## src/core/cca_params.svh

```systemverilog
`ifndef CCA_PARAMS_SVH
`define CCA_PARAMS_SVH
// Register indexes; byte address is four times the index
`define CCA_IDX_CFG      18'h0_a078
`define CCA_IDX_DATA0    18'h0_a07c
`define CCA_IDX_DATA1    18'h0_a07d
`define CCA_IDX_DATA2    18'h0_a07e
`define CCA_IDX_DATA3    18'h0_a07f
// Config field positions
`define CCA_CFG_WIDTH_LO 6
`define CCA_CFG_REV_BIT  5
`define CCA_CFG_NOC_BIT  4
`define CCA_CFG_SEED_BIT 3
`define CCA_CFG_BUSY_BIT 0
// Reset values
`define CCA_CFG_RST      8'h00
`define CCA_DATA_RST     32'h0000_0000
// Default seeds
`define CCA_SEED_SUM     32'h0000_0000
`define CCA_SEED_CRC16   32'h0000_ffff
`define CCA_SEED_CRC32   32'hffff_ffff
// Polynomials without the top term
`define CCA_POLY_A16     32'h0000_8005
`define CCA_POLY_B16     32'h0000_1021
`define CCA_POLY_32      32'h04c1_1db7
// Input FIFO shape
`define CCA_FIFO_DEPTH   32
`endif

```

## src/core/cca_pkg.sv

```systemverilog
package cca_pkg;
   typedef enum logic [2:0] {
      CCA_ALG_OFF   = 3'h0,
      CCA_ALG_SUM8  = 3'h1,
      CCA_ALG_SUM16 = 3'h2,
      CCA_ALG_CRCA  = 3'h3,
      CCA_ALG_CRCB  = 3'h4,
      CCA_ALG_CRC32 = 3'h5,
      CCA_ALG_RSVD  = 3'h6,
      CCA_ALG_CLEAR = 3'h7
   } cca_alg_t;
   typedef struct packed {
      logic [1:0]  width;
      logic        rev;
      logic        seed;
      logic [31:0] data;
   } cca_entry_t;
   typedef struct packed {
      logic [1:0] input_width_sel;
      logic       rev;
      logic       carry_discard;
      logic       seed;
   } cca_cfg_t;
   typedef enum logic [1:0] {
      CCA_ST_IDLE = 2'b01,
      CCA_ST_RUN  = 2'b10
   } cca_state_t;
endpackage

```

## src/core/cca_top.sv

```systemverilog
// Operation
// (RULE_01) 8-bit input takes one cycle, 16-bit two, 32-bit four.
// (RULE_02) Width codes 00,01,10,11 select 8,16,24,32 bit input.
// (RULE_03) Ordering bit mirrors data across the width before the engine.
// (RULE_04) Seeds and results keep data bit 31 as most significant.
// (RULE_05) Checksum adds previous carry unless carry discard is set.
// (RULE_06) With seed bit set, an entry loads the seed, not data.
// (RULE_07) Algorithm field: off, two checksums, three fixed-polynomial CRCs, reserved.
// (RULE_08) Code 111 clears state, restores default seeds, keeps algorithm.
// (RULE_09) Config busy bit reads one while a result is being computed.
// (RULE_10) Software need not poll busy between entries or before reads; a landing result overwrites high bytes written while busy.
// (RULE_11) Writing the lowest data byte starts calculation; higher bytes just store.
// (RULE_12) Software writes high bytes first; 8-bit width uses lowest byte only.
// (RULE_13) Four data byte registers are input and result port, low first.
// (RULE_14) Config reads back fields as written, busy replaces algorithm field.
// (RULE_15) Each calculation leaves the running result in the data registers.
`timescale 1ns/100ps
`include "cca_params.svh"

////////////////////////////////////////////////////////////////////////////////
module cca_fifo #(
   parameter int WIDTH = 36,
   parameter int DEPTH = 32
) (
   input  wire logic             clk,
   input  wire logic             rst_n,
   input  wire logic             in_valid,
   output      logic             in_ready,
   input  wire logic [WIDTH-1:0] in_data,
   output      logic             out_valid,
   input  wire logic             out_ready,
   output      logic [WIDTH-1:0] out_data
);
   localparam int AW = $clog2(DEPTH);
   logic [WIDTH-1:0] mem [DEPTH];
   logic [AW-1:0]    wr_ptr_ff;
   logic [AW-1:0]    rd_ptr_ff;
   logic [AW:0]      count_ff;
   logic             push;
   logic             pop;

   assign in_ready  = (count_ff != (AW+1)'(DEPTH));
   assign out_valid = (count_ff != '0);
   assign out_data  = mem[rd_ptr_ff];
   assign push      = in_valid & in_ready;
   assign pop       = out_valid & out_ready;

   always_ff @(posedge clk) begin
      if (push) begin
         mem[wr_ptr_ff] <= in_data;
      end
   end

   always_ff @(posedge clk or negedge rst_n) begin
      if (!rst_n) begin
         wr_ptr_ff <= '0;
         rd_ptr_ff <= '0;
         count_ff  <= '0;
      end else begin
         if (push) begin
            wr_ptr_ff <= (wr_ptr_ff == AW'(DEPTH-1)) ? '0 : wr_ptr_ff + 1'b1;
         end
         if (pop) begin
            rd_ptr_ff <= (rd_ptr_ff == AW'(DEPTH-1)) ? '0 : rd_ptr_ff + 1'b1;
         end
         if (push && !pop) begin
            count_ff <= count_ff + 1'b1;
         end else if (pop && !push) begin
            count_ff <= count_ff - 1'b1;
         end
      end
   end
endmodule

////////////////////////////////////////////////////////////////////////////////
module cca_top (
   input  wire logic        pclk,
   input  wire logic        presetn,
   input  wire logic        psel,
   input  wire logic        penable,
   input  wire logic        pwrite,
   input  wire logic [19:0] paddr,
   input  wire logic [31:0] pwdata,
   output      logic [31:0] prdata,
   output      logic        pready,
   output      logic        pslverr
);
   localparam int EW = $bits(cca_pkg::cca_entry_t);

   cca_pkg::cca_cfg_t   cfg_ff;
   cca_pkg::cca_alg_t   alg_ff;
   cca_pkg::cca_state_t state_ff;
   cca_pkg::cca_entry_t push_entry;
   cca_pkg::cca_entry_t pop_entry;
   logic [31:0] data_ff;
   logic [31:0] acc_ff;
   logic        carry_ff;
   logic [31:0] ew_ff;
   logic [1:0]  left_ff;
   logic        hi_ff;
   logic [31:0] prdata_ff;
   logic        pready_ff;
   logic        pslverr_ff;
   logic        sel_cfg;
   logic        sel_d0;
   logic        sel_d1;
   logic        sel_d2;
   logic        sel_d3;
   logic        mapped;
   logic        done;
   logic        wr_done;
   logic        enabled;
   logic        push_valid;
   logic        push_ready;
   logic        pop_valid;
   logic        pop_ready;
   logic        clear_cmd;
   logic        busy;
   logic [31:0] mir8;
   logic [31:0] mir16;
   logic [31:0] mir24;
   logic [31:0] mir32;
   logic [31:0] engine_input_word;
   logic [31:0] nxt_acc;
   logic        nxt_carry;
   logic [31:0] dflt_seed;
   logic [7:0]  cfg_rd;

   assign prdata  = prdata_ff;
   assign pready  = pready_ff;
   assign pslverr = pslverr_ff;

   ////////////////////////////////////////////////////////////////////////////
   // Register decode
   // (RULE_13) Byte data registers
   assign sel_cfg = (paddr == {`CCA_IDX_CFG, 2'b00});
   assign sel_d0  = (paddr == {`CCA_IDX_DATA0, 2'b00});
   assign sel_d1  = (paddr == {`CCA_IDX_DATA1, 2'b00});
   assign sel_d2  = (paddr == {`CCA_IDX_DATA2, 2'b00});
   assign sel_d3  = (paddr == {`CCA_IDX_DATA3, 2'b00});
   assign mapped  = sel_cfg | sel_d0 | sel_d1 | sel_d2 | sel_d3;
   assign done    = psel & penable & pready_ff;
   assign wr_done = done & pwrite & mapped;
   assign enabled = (alg_ff != cca_pkg::CCA_ALG_OFF) && (alg_ff != cca_pkg::CCA_ALG_RSVD);
   assign clear_cmd = wr_done & sel_cfg & (pwdata[2:0] == 3'h7);
   assign busy    = pop_valid | (state_ff == cca_pkg::CCA_ST_RUN);

   // (RULE_14) Busy replaces the write-only algorithm field
   assign cfg_rd = {cfg_ff.input_width_sel, cfg_ff.rev, cfg_ff.carry_discard, cfg_ff.seed,
                    2'b00, busy};

   ////////////////////////////////////////////////////////////////////////////
   // APB answer; a low-byte write waits while the FIFO is full
   always_ff @(posedge pclk or negedge presetn) begin
      if (!presetn) begin
         pready_ff  <= 1'b0;
         prdata_ff  <= 32'h0000_0000;
         pslverr_ff <= 1'b0;
      end else begin
         // (RULE_10) Data reads wait, so software never polls busy
         pready_ff  <= psel & ~pready_ff & ~(pwrite & sel_d0 & enabled & ~push_ready)
                       & ~(~pwrite & mapped & ~sel_cfg & enabled & busy);
         pslverr_ff <= psel & ~pready_ff & ~mapped;
         prdata_ff  <= 32'h0000_0000;
         if (psel && !pready_ff && !pwrite) begin
            // (RULE_09) Busy status
            if (sel_cfg) begin
               prdata_ff <= {24'h00_0000, cfg_rd};
            end
            if (sel_d0) begin
               prdata_ff <= {24'h00_0000, data_ff[7:0]};
            end
            if (sel_d1) begin
               prdata_ff <= {24'h00_0000, data_ff[15:8]};
            end
            if (sel_d2) begin
               prdata_ff <= {24'h00_0000, data_ff[23:16]};
            end
            if (sel_d3) begin
               prdata_ff <= {24'h00_0000, data_ff[31:24]};
            end
         end
      end
   end

   ////////////////////////////////////////////////////////////////////////////
   // Configuration
   always_ff @(posedge pclk or negedge presetn) begin
      if (!presetn) begin
         cfg_ff <= cca_pkg::cca_cfg_t'(5'(`CCA_CFG_RST >> `CCA_CFG_SEED_BIT));
         alg_ff <= cca_pkg::CCA_ALG_OFF;
      end else if (wr_done && sel_cfg) begin
         // (RULE_02) Width code
         cfg_ff.input_width_sel <= pwdata[`CCA_CFG_WIDTH_LO+1:`CCA_CFG_WIDTH_LO];
         cfg_ff.rev             <= pwdata[`CCA_CFG_REV_BIT];
         cfg_ff.carry_discard   <= pwdata[`CCA_CFG_NOC_BIT];
         cfg_ff.seed            <= pwdata[`CCA_CFG_SEED_BIT];
         // (RULE_08) Clear keeps algorithm
         if (!clear_cmd) begin
            alg_ff <= cca_pkg::cca_alg_t'(pwdata[2:0]);
         end
      end
   end

   ////////////////////////////////////////////////////////////////////////////
   // Entry capture
   // (RULE_11) Low byte starts work
   assign push_valid       = wr_done & sel_d0 & enabled;
   assign push_entry.width = cfg_ff.input_width_sel;
   assign push_entry.rev   = cfg_ff.rev;
   assign push_entry.seed  = cfg_ff.seed;
   assign push_entry.data  = {data_ff[31:8], pwdata[7:0]};

   cca_fifo #(
      .WIDTH (EW),
      .DEPTH (`CCA_FIFO_DEPTH)
   ) u_fifo (
      .clk       (pclk),
      .rst_n     (presetn),
      .in_valid  (push_valid),
      .in_ready  (push_ready),
      .in_data   (push_entry),
      .out_valid (pop_valid),
      .out_ready (pop_ready),
      .out_data  (pop_entry)
   );

   assign pop_ready = (state_ff == cca_pkg::CCA_ST_IDLE) & enabled & ~clear_cmd;

   ////////////////////////////////////////////////////////////////////////////
   // Bit mirror across the selected width
   genvar g;
   generate
      for (g = 0; g < 32; g++) begin : g_mir
         assign mir32[g] = pop_entry.data[31-g];
         assign mir24[g] = (g < 24) ? pop_entry.data[(23-g+32)%32] : 1'b0;
         assign mir16[g] = (g < 16) ? pop_entry.data[(15-g+32)%32] : 1'b0;
         assign mir8[g]  = (g < 8)  ? pop_entry.data[(7-g+32)%32]  : 1'b0;
      end
   endgenerate

   // (RULE_03) Ordering select
   always_comb begin
      unique case (pop_entry.width)
         2'd0: engine_input_word = pop_entry.rev ? mir8  : {24'h00_0000, pop_entry.data[7:0]};
         2'd1: engine_input_word = pop_entry.rev ? mir16 : {16'h0000, pop_entry.data[15:0]};
         2'd2: engine_input_word = pop_entry.rev ? mir24 : {8'h00, pop_entry.data[23:0]};
         2'd3: engine_input_word = pop_entry.rev ? mir32 : pop_entry.data;
      endcase
   end

   ////////////////////////////////////////////////////////////////////////////
   // One engine byte per cycle, low bit first
   function automatic logic [31:0] crc_byte(input logic [31:0] c, input logic [7:0] b,
                                            input logic wide, input logic [31:0] p);
      logic [31:0] r;
      logic        fb;
      r = c;
      for (int i = 0; i < 8; i++) begin
         fb = (wide ? r[31] : r[15]) ^ b[i];
         r  = wide ? {r[30:0], 1'b0} : {16'h0000, r[14:0], 1'b0};
         if (fb) begin
            r = r ^ p;
         end
      end
      return r;
   endfunction

   always_comb begin
      logic [16:0] s;
      s         = 17'h0_0000;
      nxt_acc   = acc_ff;
      nxt_carry = carry_ff;
      // (RULE_07) Algorithm select
      unique case (alg_ff)
         cca_pkg::CCA_ALG_SUM8: begin
            // (RULE_05) Carry handling
            s         = {9'h000, acc_ff[7:0]} + {9'h000, ew_ff[7:0]}
                        + {16'h0000, carry_ff & ~cfg_ff.carry_discard};
            nxt_acc   = {24'h00_0000, s[7:0]};
            nxt_carry = s[8];
         end
         cca_pkg::CCA_ALG_SUM16: begin
            s         = {1'b0, acc_ff[15:0]} + (hi_ff ? {1'b0, ew_ff[7:0], 8'h00}
                                                      : {9'h000, ew_ff[7:0]})
                        + {16'h0000, carry_ff & ~cfg_ff.carry_discard};
            nxt_acc   = {16'h0000, s[15:0]};
            nxt_carry = s[16];
         end
         cca_pkg::CCA_ALG_CRCA:  nxt_acc = crc_byte(acc_ff, ew_ff[7:0], 1'b0, `CCA_POLY_A16);
         cca_pkg::CCA_ALG_CRCB:  nxt_acc = crc_byte(acc_ff, ew_ff[7:0], 1'b0, `CCA_POLY_B16);
         cca_pkg::CCA_ALG_CRC32: nxt_acc = crc_byte(acc_ff, ew_ff[7:0], 1'b1, `CCA_POLY_32);
         default: nxt_acc = acc_ff;
      endcase
   end

   always_comb begin
      unique case (alg_ff)
         cca_pkg::CCA_ALG_CRCA,
         cca_pkg::CCA_ALG_CRCB:  dflt_seed = `CCA_SEED_CRC16;
         cca_pkg::CCA_ALG_CRC32: dflt_seed = `CCA_SEED_CRC32;
         default:                dflt_seed = `CCA_SEED_SUM;
      endcase
   end

   ////////////////////////////////////////////////////////////////////////////
   // Engine sequence
   always_ff @(posedge pclk or negedge presetn) begin
      if (!presetn) begin
         state_ff <= cca_pkg::CCA_ST_IDLE;
         ew_ff    <= 32'h0000_0000;
         left_ff  <= 2'd0;
         hi_ff    <= 1'b0;
      end else begin
         unique case (state_ff)
            cca_pkg::CCA_ST_IDLE: begin
               // (RULE_06) Seed entries skip the engine
               if (pop_valid && pop_ready && !pop_entry.seed) begin
                  state_ff <= cca_pkg::CCA_ST_RUN;
                  ew_ff    <= engine_input_word;
                  // (RULE_01) One cycle per input byte
                  left_ff  <= pop_entry.width;
                  hi_ff    <= 1'b0;
               end
            end
            cca_pkg::CCA_ST_RUN: begin
               ew_ff <= {8'h00, ew_ff[31:8]};
               hi_ff <= ~hi_ff;
               if (left_ff == 2'd0 || clear_cmd) begin
                  state_ff <= cca_pkg::CCA_ST_IDLE;
               end else begin
                  left_ff <= left_ff - 2'd1;
               end
            end
         endcase
      end
   end

   // Clear has priority so a half-run byte cannot leak into the new seed
   always_ff @(posedge pclk or negedge presetn) begin
      if (!presetn) begin
         acc_ff   <= `CCA_SEED_SUM;
         carry_ff <= 1'b0;
      end else if (clear_cmd) begin
         // (RULE_08) Default seeds
         acc_ff   <= dflt_seed;
         carry_ff <= 1'b0;
      end else if (state_ff == cca_pkg::CCA_ST_IDLE && pop_valid && pop_ready
                   && pop_entry.seed) begin
         // (RULE_04) Seed keeps bit order
         acc_ff   <= pop_entry.data;
         carry_ff <= 1'b0;
      end else if (state_ff == cca_pkg::CCA_ST_RUN) begin
         acc_ff   <= nxt_acc;
         carry_ff <= nxt_carry;
      end
   end

   ////////////////////////////////////////////////////////////////////////////
   // Data registers; bus byte writes win over a result landing
   always_ff @(posedge pclk or negedge presetn) begin
      if (!presetn) begin
         data_ff <= `CCA_DATA_RST;
      end else if (clear_cmd) begin
         data_ff <= dflt_seed;
      end else begin
         // (RULE_15) Running result
         if (state_ff == cca_pkg::CCA_ST_RUN && left_ff == 2'd0) begin
            data_ff <= nxt_acc;
         end else if (state_ff == cca_pkg::CCA_ST_IDLE && pop_valid && pop_ready
                      && pop_entry.seed) begin
            data_ff <= pop_entry.data;
         end
         if (wr_done && sel_d0) begin
            data_ff[7:0] <= pwdata[7:0];
         end
         if (wr_done && sel_d1) begin
            data_ff[15:8] <= pwdata[7:0];
         end
         if (wr_done && sel_d2) begin
            data_ff[23:16] <= pwdata[7:0];
         end
         if (wr_done && sel_d3) begin
            data_ff[31:24] <= pwdata[7:0];
         end
      end
   end
endmodule

```

## config.mk

```make
export PLATFORM = sky130hd
export DESIGN_NAME = cca_top
export DESIGN_NICKNAME = d
export VERILOG_FILES = /design/src/core/cca_pkg.sv /design/src/core/cca_top.sv
export VERILOG_INCLUDE_DIRS = /design/src /design/src/core
export SDC_FILE = /design/constraint.sdc
export NUM_CORES = 2
export LEC_CHECK = 0
export CORE_AREA = 2 2 357 359
export DETAILED_ROUTE_END_ITERATION = 10
export DIE_AREA = 0 0 359 361
export DONT_BUFFER_PORTS = 1
export PLACE_DENSITY_LB_ADDON = 0.15
export SLEW_MARGIN = 20
export SYNTH_ARGS = -nofsm -noshare
export SYNTH_HDL_FRONTEND = slang
export SYNTH_HIERARCHICAL = 1
export SYNTH_SLANG_ARGS = --single-unit
```

## constraint.sdc

```tcl
create_clock -name pclk -period 7.1 [get_ports pclk]
set_input_delay 0.355 -clock pclk [delete_from_list [all_inputs] [get_ports pclk]]
set_output_delay 0.355 -clock pclk [all_outputs]
set_load 0.01 [all_outputs]
```

# == After elaboration in Yosys (flattened, before gate mapping) ==
# Memories as Yosys holds them, arrays and structs flattened.
# Cells that the tools add are included.
# classes
div,0
reduce_logical,38
eq_ne,23
multipliers,0
n_bitwise,86
n_addsub,9
magnitude_cmp,0
shifts,0
mux,89
# op_table
op,n
$mux W32,18
$mux W16,24
$mux W27,8
$pmux W32 S5,1
$pmux W32 S2,2
$pmux W32 S4,1
$not A14 Y14,8
$mux W13,8
$eq A20 B18 Y1 const B,5
$mux W8,8
$not A3 Y3,16
$and A1 B1 Y1,24
$mux W24,1
$xor A1 B1 Y1,23
$reduce_bool A4 Y1,5
$add A16 B16 Y17,1
$add A17 B1 Y17,1
$logic_and A1 B1 Y1,16
$mux W6,2
$add A5 B1 Y5 const B,2
$eq A5 B5 Y1 const B,2
$mux W5,2
$not A1 Y1,10
$add A8 B8 Y9,1
other kinds (25),56
# word_totals
memories,1
latchBits,0
regBits,160
inputBits,57
ram_bits,1152
output_inout_bits,34
elab_cells,267
rom_bits,0
# mem_list
name,words,word_bits,rd,rd_clocked_by_memory_dff,wr,line_no,rtl
u_fifo.mem,32,36,1,0,1,cca_top.sv:35,logic [WIDTH-1:0] mem [DEPTH];

# == Longest topological paths before layout ==
# logic_depth
depth_word,27
depth_mapped,17
ltp_nobuf,14

# == By module ==
# Netlist, hierarchy kept.
# modules_own_cells
module,area_per_inst_um2,n_inst,seq_area_each_um2,cells_each
cca_fifo,45242.1,1,34993.6,2273
cca_top,10874.2,1,3004.1,1341

# == Least setup slack after synthesis ==
# OpenSTA, ideal clock, no wires.
# synth_path
path_kind,input to register
start,in paddr[12]
end,"mem u_fifo.mem[30][0], enable pin"
t_arrival_ns,3.917
path_slack_ns,2.754
n_path_buf,1
setup_ns,0.429
cell_stages,9
t_required_ns,6.671
path_cell_list,or3b_2 -> nor4_1 -> and3_1 -> clkbuf_1 -> nor2b_1 -> o31ai_4 -> clkinv_1 -> nand2_1 -> nor2_1
# synth_via
elab_chain_cells,11
elab_cells_between_ends,15
classes_between,eq/ne: 5; mux: 2; bitwise: 8
# synth_rtl
element,line_no,rtl
"start, declared",cca_top.sv:82,"input wire logic [19:0] paddr,"
$eq A20 B18 Y1 (on tied branches),"cca_top.sv:136, cca_top.sv:137",
$or A1 B1 Y1 (4 in series),cca_top.sv:141,assign mapped = sel_cfg | sel_d0 | sel_d1 | sel_d2 | sel_d3;
$and A1 B1 Y1,cca_top.sv:143,assign wr_done = done & pwrite & mapped;
$and A1 B1 Y1 * (2 in series),cca_top.sv:208,assign push_valid = wr_done & sel_d0 & enabled;
net push_valid,cca_top.sv:113,logic push_valid;
$and A1 B1 Y1 *,cca_top.sv:45,assign push = in_valid & in_ready;
net u_fifo.push,cca_top.sv:39,logic push;
$mux W1 *,cca_top.sv:49,if (push) begin
$mux W1 (not written as such) *,cca_top.sv:50,mem[wr_ptr_ff] <= in_data;
"end, declared",cca_top.sv:35,
# Mark *: on every way through the listed nets, which the timed path passes. The rest lies on a longest branch.

==> metrics.csv <==
stage,metric,value,unit
floorplanning,die_y,361,um
clocking,cts_tree,yes,
synthesis,ys_seq_elements,1288,
critical_path,slowest_stage,dfrtp_4,
outcome,status,"complete, no violations",
synthesis,ys_types,96,
finish,drive_above_1_share,20.9,%
critical_path,reg2reg_depth,12,
synthesis,syn_area_per_cell,15.5,um2
finish,fill_cells,10452,
detailed_routing,first_pass_iters,7,
timing,finalHoldViolations,0,
clocking,cts_buffer_depth,3,
critical_path,critPathArrivalTime,5.75,ns
power,powerDensity,241,nW/um2
finish,area_growth,12.2,%
finish,multi_input_area,17200,um2
timing,totalNegativeSetupSlack,0,ns
synthesis,ys.flop_type,edfxtp_1,
clocking,cts-root-buf,clkbuf_16,
clocking,clock_sinks,1288,
hold_path,hp-class,in -> reg,
floorplanning,coreArea,125000,um2
critical_path,crit_family,simple AND/OR/NAND/NOR gates,
timing,relSlewSlack,31.3,%
timing,period_share,71.9,%
placed_design,hpwl,92600,um
hold_path,min_from,paddr[3],
floorplanning,dieArea,130000,um2
detailed_routing,drc,0,
synthesis,yosysSeqAreaShare,67.7,%
clocking,path_clk_slew,0.06,ns
synthesis,synth_top_cell_area_share,61.6,%
detailed_routing,dr.first_iter.drc_count,3359,
floorplanning,top_level_ports,91,
critical_path,crit_type,reg -> reg,
synthesis,synthTopCellsByArea,"edfxtp_1 62%, dfrtp_1 6.0%, mux4_2 6.0%",
detailed_routing,viasPerCell,6.09,
critical_path,crit_top_cell,nor2_1,
detailed_routing,ant_nets,0,
synthesis,synth_edf_count,1152,
detailed_routing,vias,32975,
synthesis,ys_warn_count,6,
job,max_cap_viol_count,0,
critical_path,r2r-end,data_ff[19],
floorplanning,die_x,359,um
detailed_routing,drt-total-wl,159000,um
clocking,cts_buffers,139,
timing,worst_pin_slew,1.03,ns
critical_path,startpoint_type,flop,
finish,layout.nets,3751,
critical_path,reg2reg_from,u_fifo/rd_ptr_ff[0],
timing,clock_skew,0.0276,ns
critical_path,path_buf_inv,2,
timing,min_period,5.11,ns
critical_path,r2r_slack,1.99,ns
hold_path,holdPathStages,4,
finish,instances_no_fill,5412,
finish,final-seq-area,38000,um2
synthesis,syn_area,56100,um2
critical_path,cp.required,7.74,ns
placed_design,place_inst,5139,
timing,max_freq,0.196,GHz
global_route,grt_pass1_vias,31895,
clocking,cts_resized,0,
global_route,antenna_found_initial,11,
global_route,grt_max_degree,137,
timing,setup_viol,0,
synthesis,yosysTopAreaCell,edfxtp_1,
timing,rsz0062_at_grt,false,
timing,slew_violations,0,
placed_design,globalplace.congestion,0.939,
hold_path,hold-path-endpoint,prdata[4],
power,total_power,15.2,mW
critical_path,crit_start,u_fifo/rd_ptr_ff[0],
detailed_routing,wire_per_inst,29.5,um
floorplanning,num_rows,130,
global_route,grt_pass1_wl,229000,um
synthesis,synth_cells,3614,
power,total_leakage_power,18.4,nW
floorplanning,start_util,44.7,%
clocking,ctsHtreeMaxLevel,4,
placed_design,port_buffers,0,
global_route,overflow,0,
critical_path,critical-path-max-stage-delay,0.97,ns
global_route,grt.total_usage,24.4,%
synthesis,synth-async-reset-ratio,10.6,%
clocking,insertion_delay,0.77,ns
critical_path,cp_max_fo,50,
critical_path,end_kind,flop,
critical_path,crit_chain,"buf_4, mux4_2, a22o_1, or4_1, nand2_1, nor3_1, buf_4, nor2_1, nand2_1, nor2_1, nor2_1, a22o_1",
power,ir_worst_vdd,0.234,mV
worst max-delay path by stage:
stage | end | cells after the start | slack (ns)
2_1_floorplan | u_fifo/mem[30][0] | 9 | 2.75
3_3_place_gp | data_ff[19] | 12 | 2.05
3_5_place_dp | data_ff[19] | 12 | 2.01
4_1_cts | data_ff[19] | 12 | 1.99
5_1_grt | ew_ff[11] | 13 | 1.76
6_report | data_ff[19] | 12 | 1.99
per-stage QoR:
stage / hold slack, ns / setup WS, ns / util, % / instance area, um2
finish: 0.0543 / 1.99 / 50.2 / 63000
global route: 0.0521 / 1.76 / 50.2 / 62900
CTS: 0.0000152 / 1.99 / 50.2 / 62900
detailed placement: 0.0751 / 2.01 / 46.5 / 58300
global placement: 0.0749 / 2.05 / 46.5 / 58300
floorplan: 0.0594 / 2.75 / - / 56200
layout by cell type, fill, tap and decap left out, types with 84 or more instances in the layout:
master,instances
nor3_1,109
o21ai_0,189
nor2b_1,89
mux2_2,229
edfxtp_1,1152
clkbuf_16,142
mux4_2,150
nand2_1,156
buf_4,92
nor2_1,148
dfrtp_1,131
a21oi_1,118
a211oi_1,100
a22o_1,84
synth_stat cells (13+ instances only):
master	instances
a211oi_1	100
a21o_1	13
a21oi_1	118
a221o_1	14
a22o_1	84
a22oi_1	24
a31oi_1	24
and2_1	16
buf_1	22
buf_2	33
buf_4	28
clkbuf_1	154
dfrtp_1	135
edfxtp_1	1152
ha_1	36
inv_1	32
mux2_2	229
mux2i_1	27
mux4_2	150
nand2_1	157
nand2b_1	17
nand3_1	25
nor2_1	183
nor2b_1	92
nor3_1	109
o211ai_1	22
o21ai_0	189
o22ai_1	80
o31ai_1	16
or4_1	41
xnor2_1	70
xnor2_2	17
xor2_1	24
flip-flops by register name, summed over array words and instances, names as in the netlist:
register	count
u_fifo/mem	1152
acc_ff	32
data_ff	32
ew_ff	32
prdata	8
u_fifo/count_ff	6
cfg_ff	5
u_fifo/rd_ptr_ff	5
u_fifo/wr_ptr_ff	5
alg_ff	3
left_ff	2
state_ff	2
carry_ff	1
hi_ff	1
pready	1
pslverr	1
layout make-up:
class                   count  area share [%]
clock buffers             181            5.92
well taps                1650            3.28
clock inverters            67           0.938
repair buffers            124            1.90
inverters                  33           0.197
multi-input cells        2067            27.4
flip-flops and latches   1288            60.4
diodes                      2         0.00795
logic make-up (layout without fill, tap and decap cells):
group	after synthesis	count (layout)	share of synthesized area (%)
XOR/XNOR	124	124	2.47
AO/OA/AOI/OAI	764	764	9.08
AND/OR/NAND/NOR	708	708	6.34
multiplexers	406	406	11.1
adder cells (fa/ha/maj)	41	41	0.981
flip-flops	1288	1288	67.7
other	1	26	0.00668
buffers and inverters	282	405	2.31
worst min-delay path: stages:
cell,delay [ns]
nor3_1,0.07
a21oi_1,0.13
o22a_1,0.13
nor2_1,0.07
metal layers:
metal  vias to the layer above  share of wire, %  wire [um]  track usage, %
li1                      14317                 -          -               -
met1                     17280                45      71500            35.3
met2                      1132                46      73200            37.9
met3                       246               6.3       9990            3.92
met4                         0               2.9       4700            8.10
met5                         -                 0          0               0
report_power, final:
group	switching, mW	internal, mW
registers	0.00454	8.17
clock network	2.96	3.94
logic	0.0786	0.0296
timing repair:
item                                   CTS  global route
hold buffers                            23             0
buffers inserted                         0             0
endpoints found under the hold margin  439             0
No activity file was read; power rests on OpenSTA's default activity.
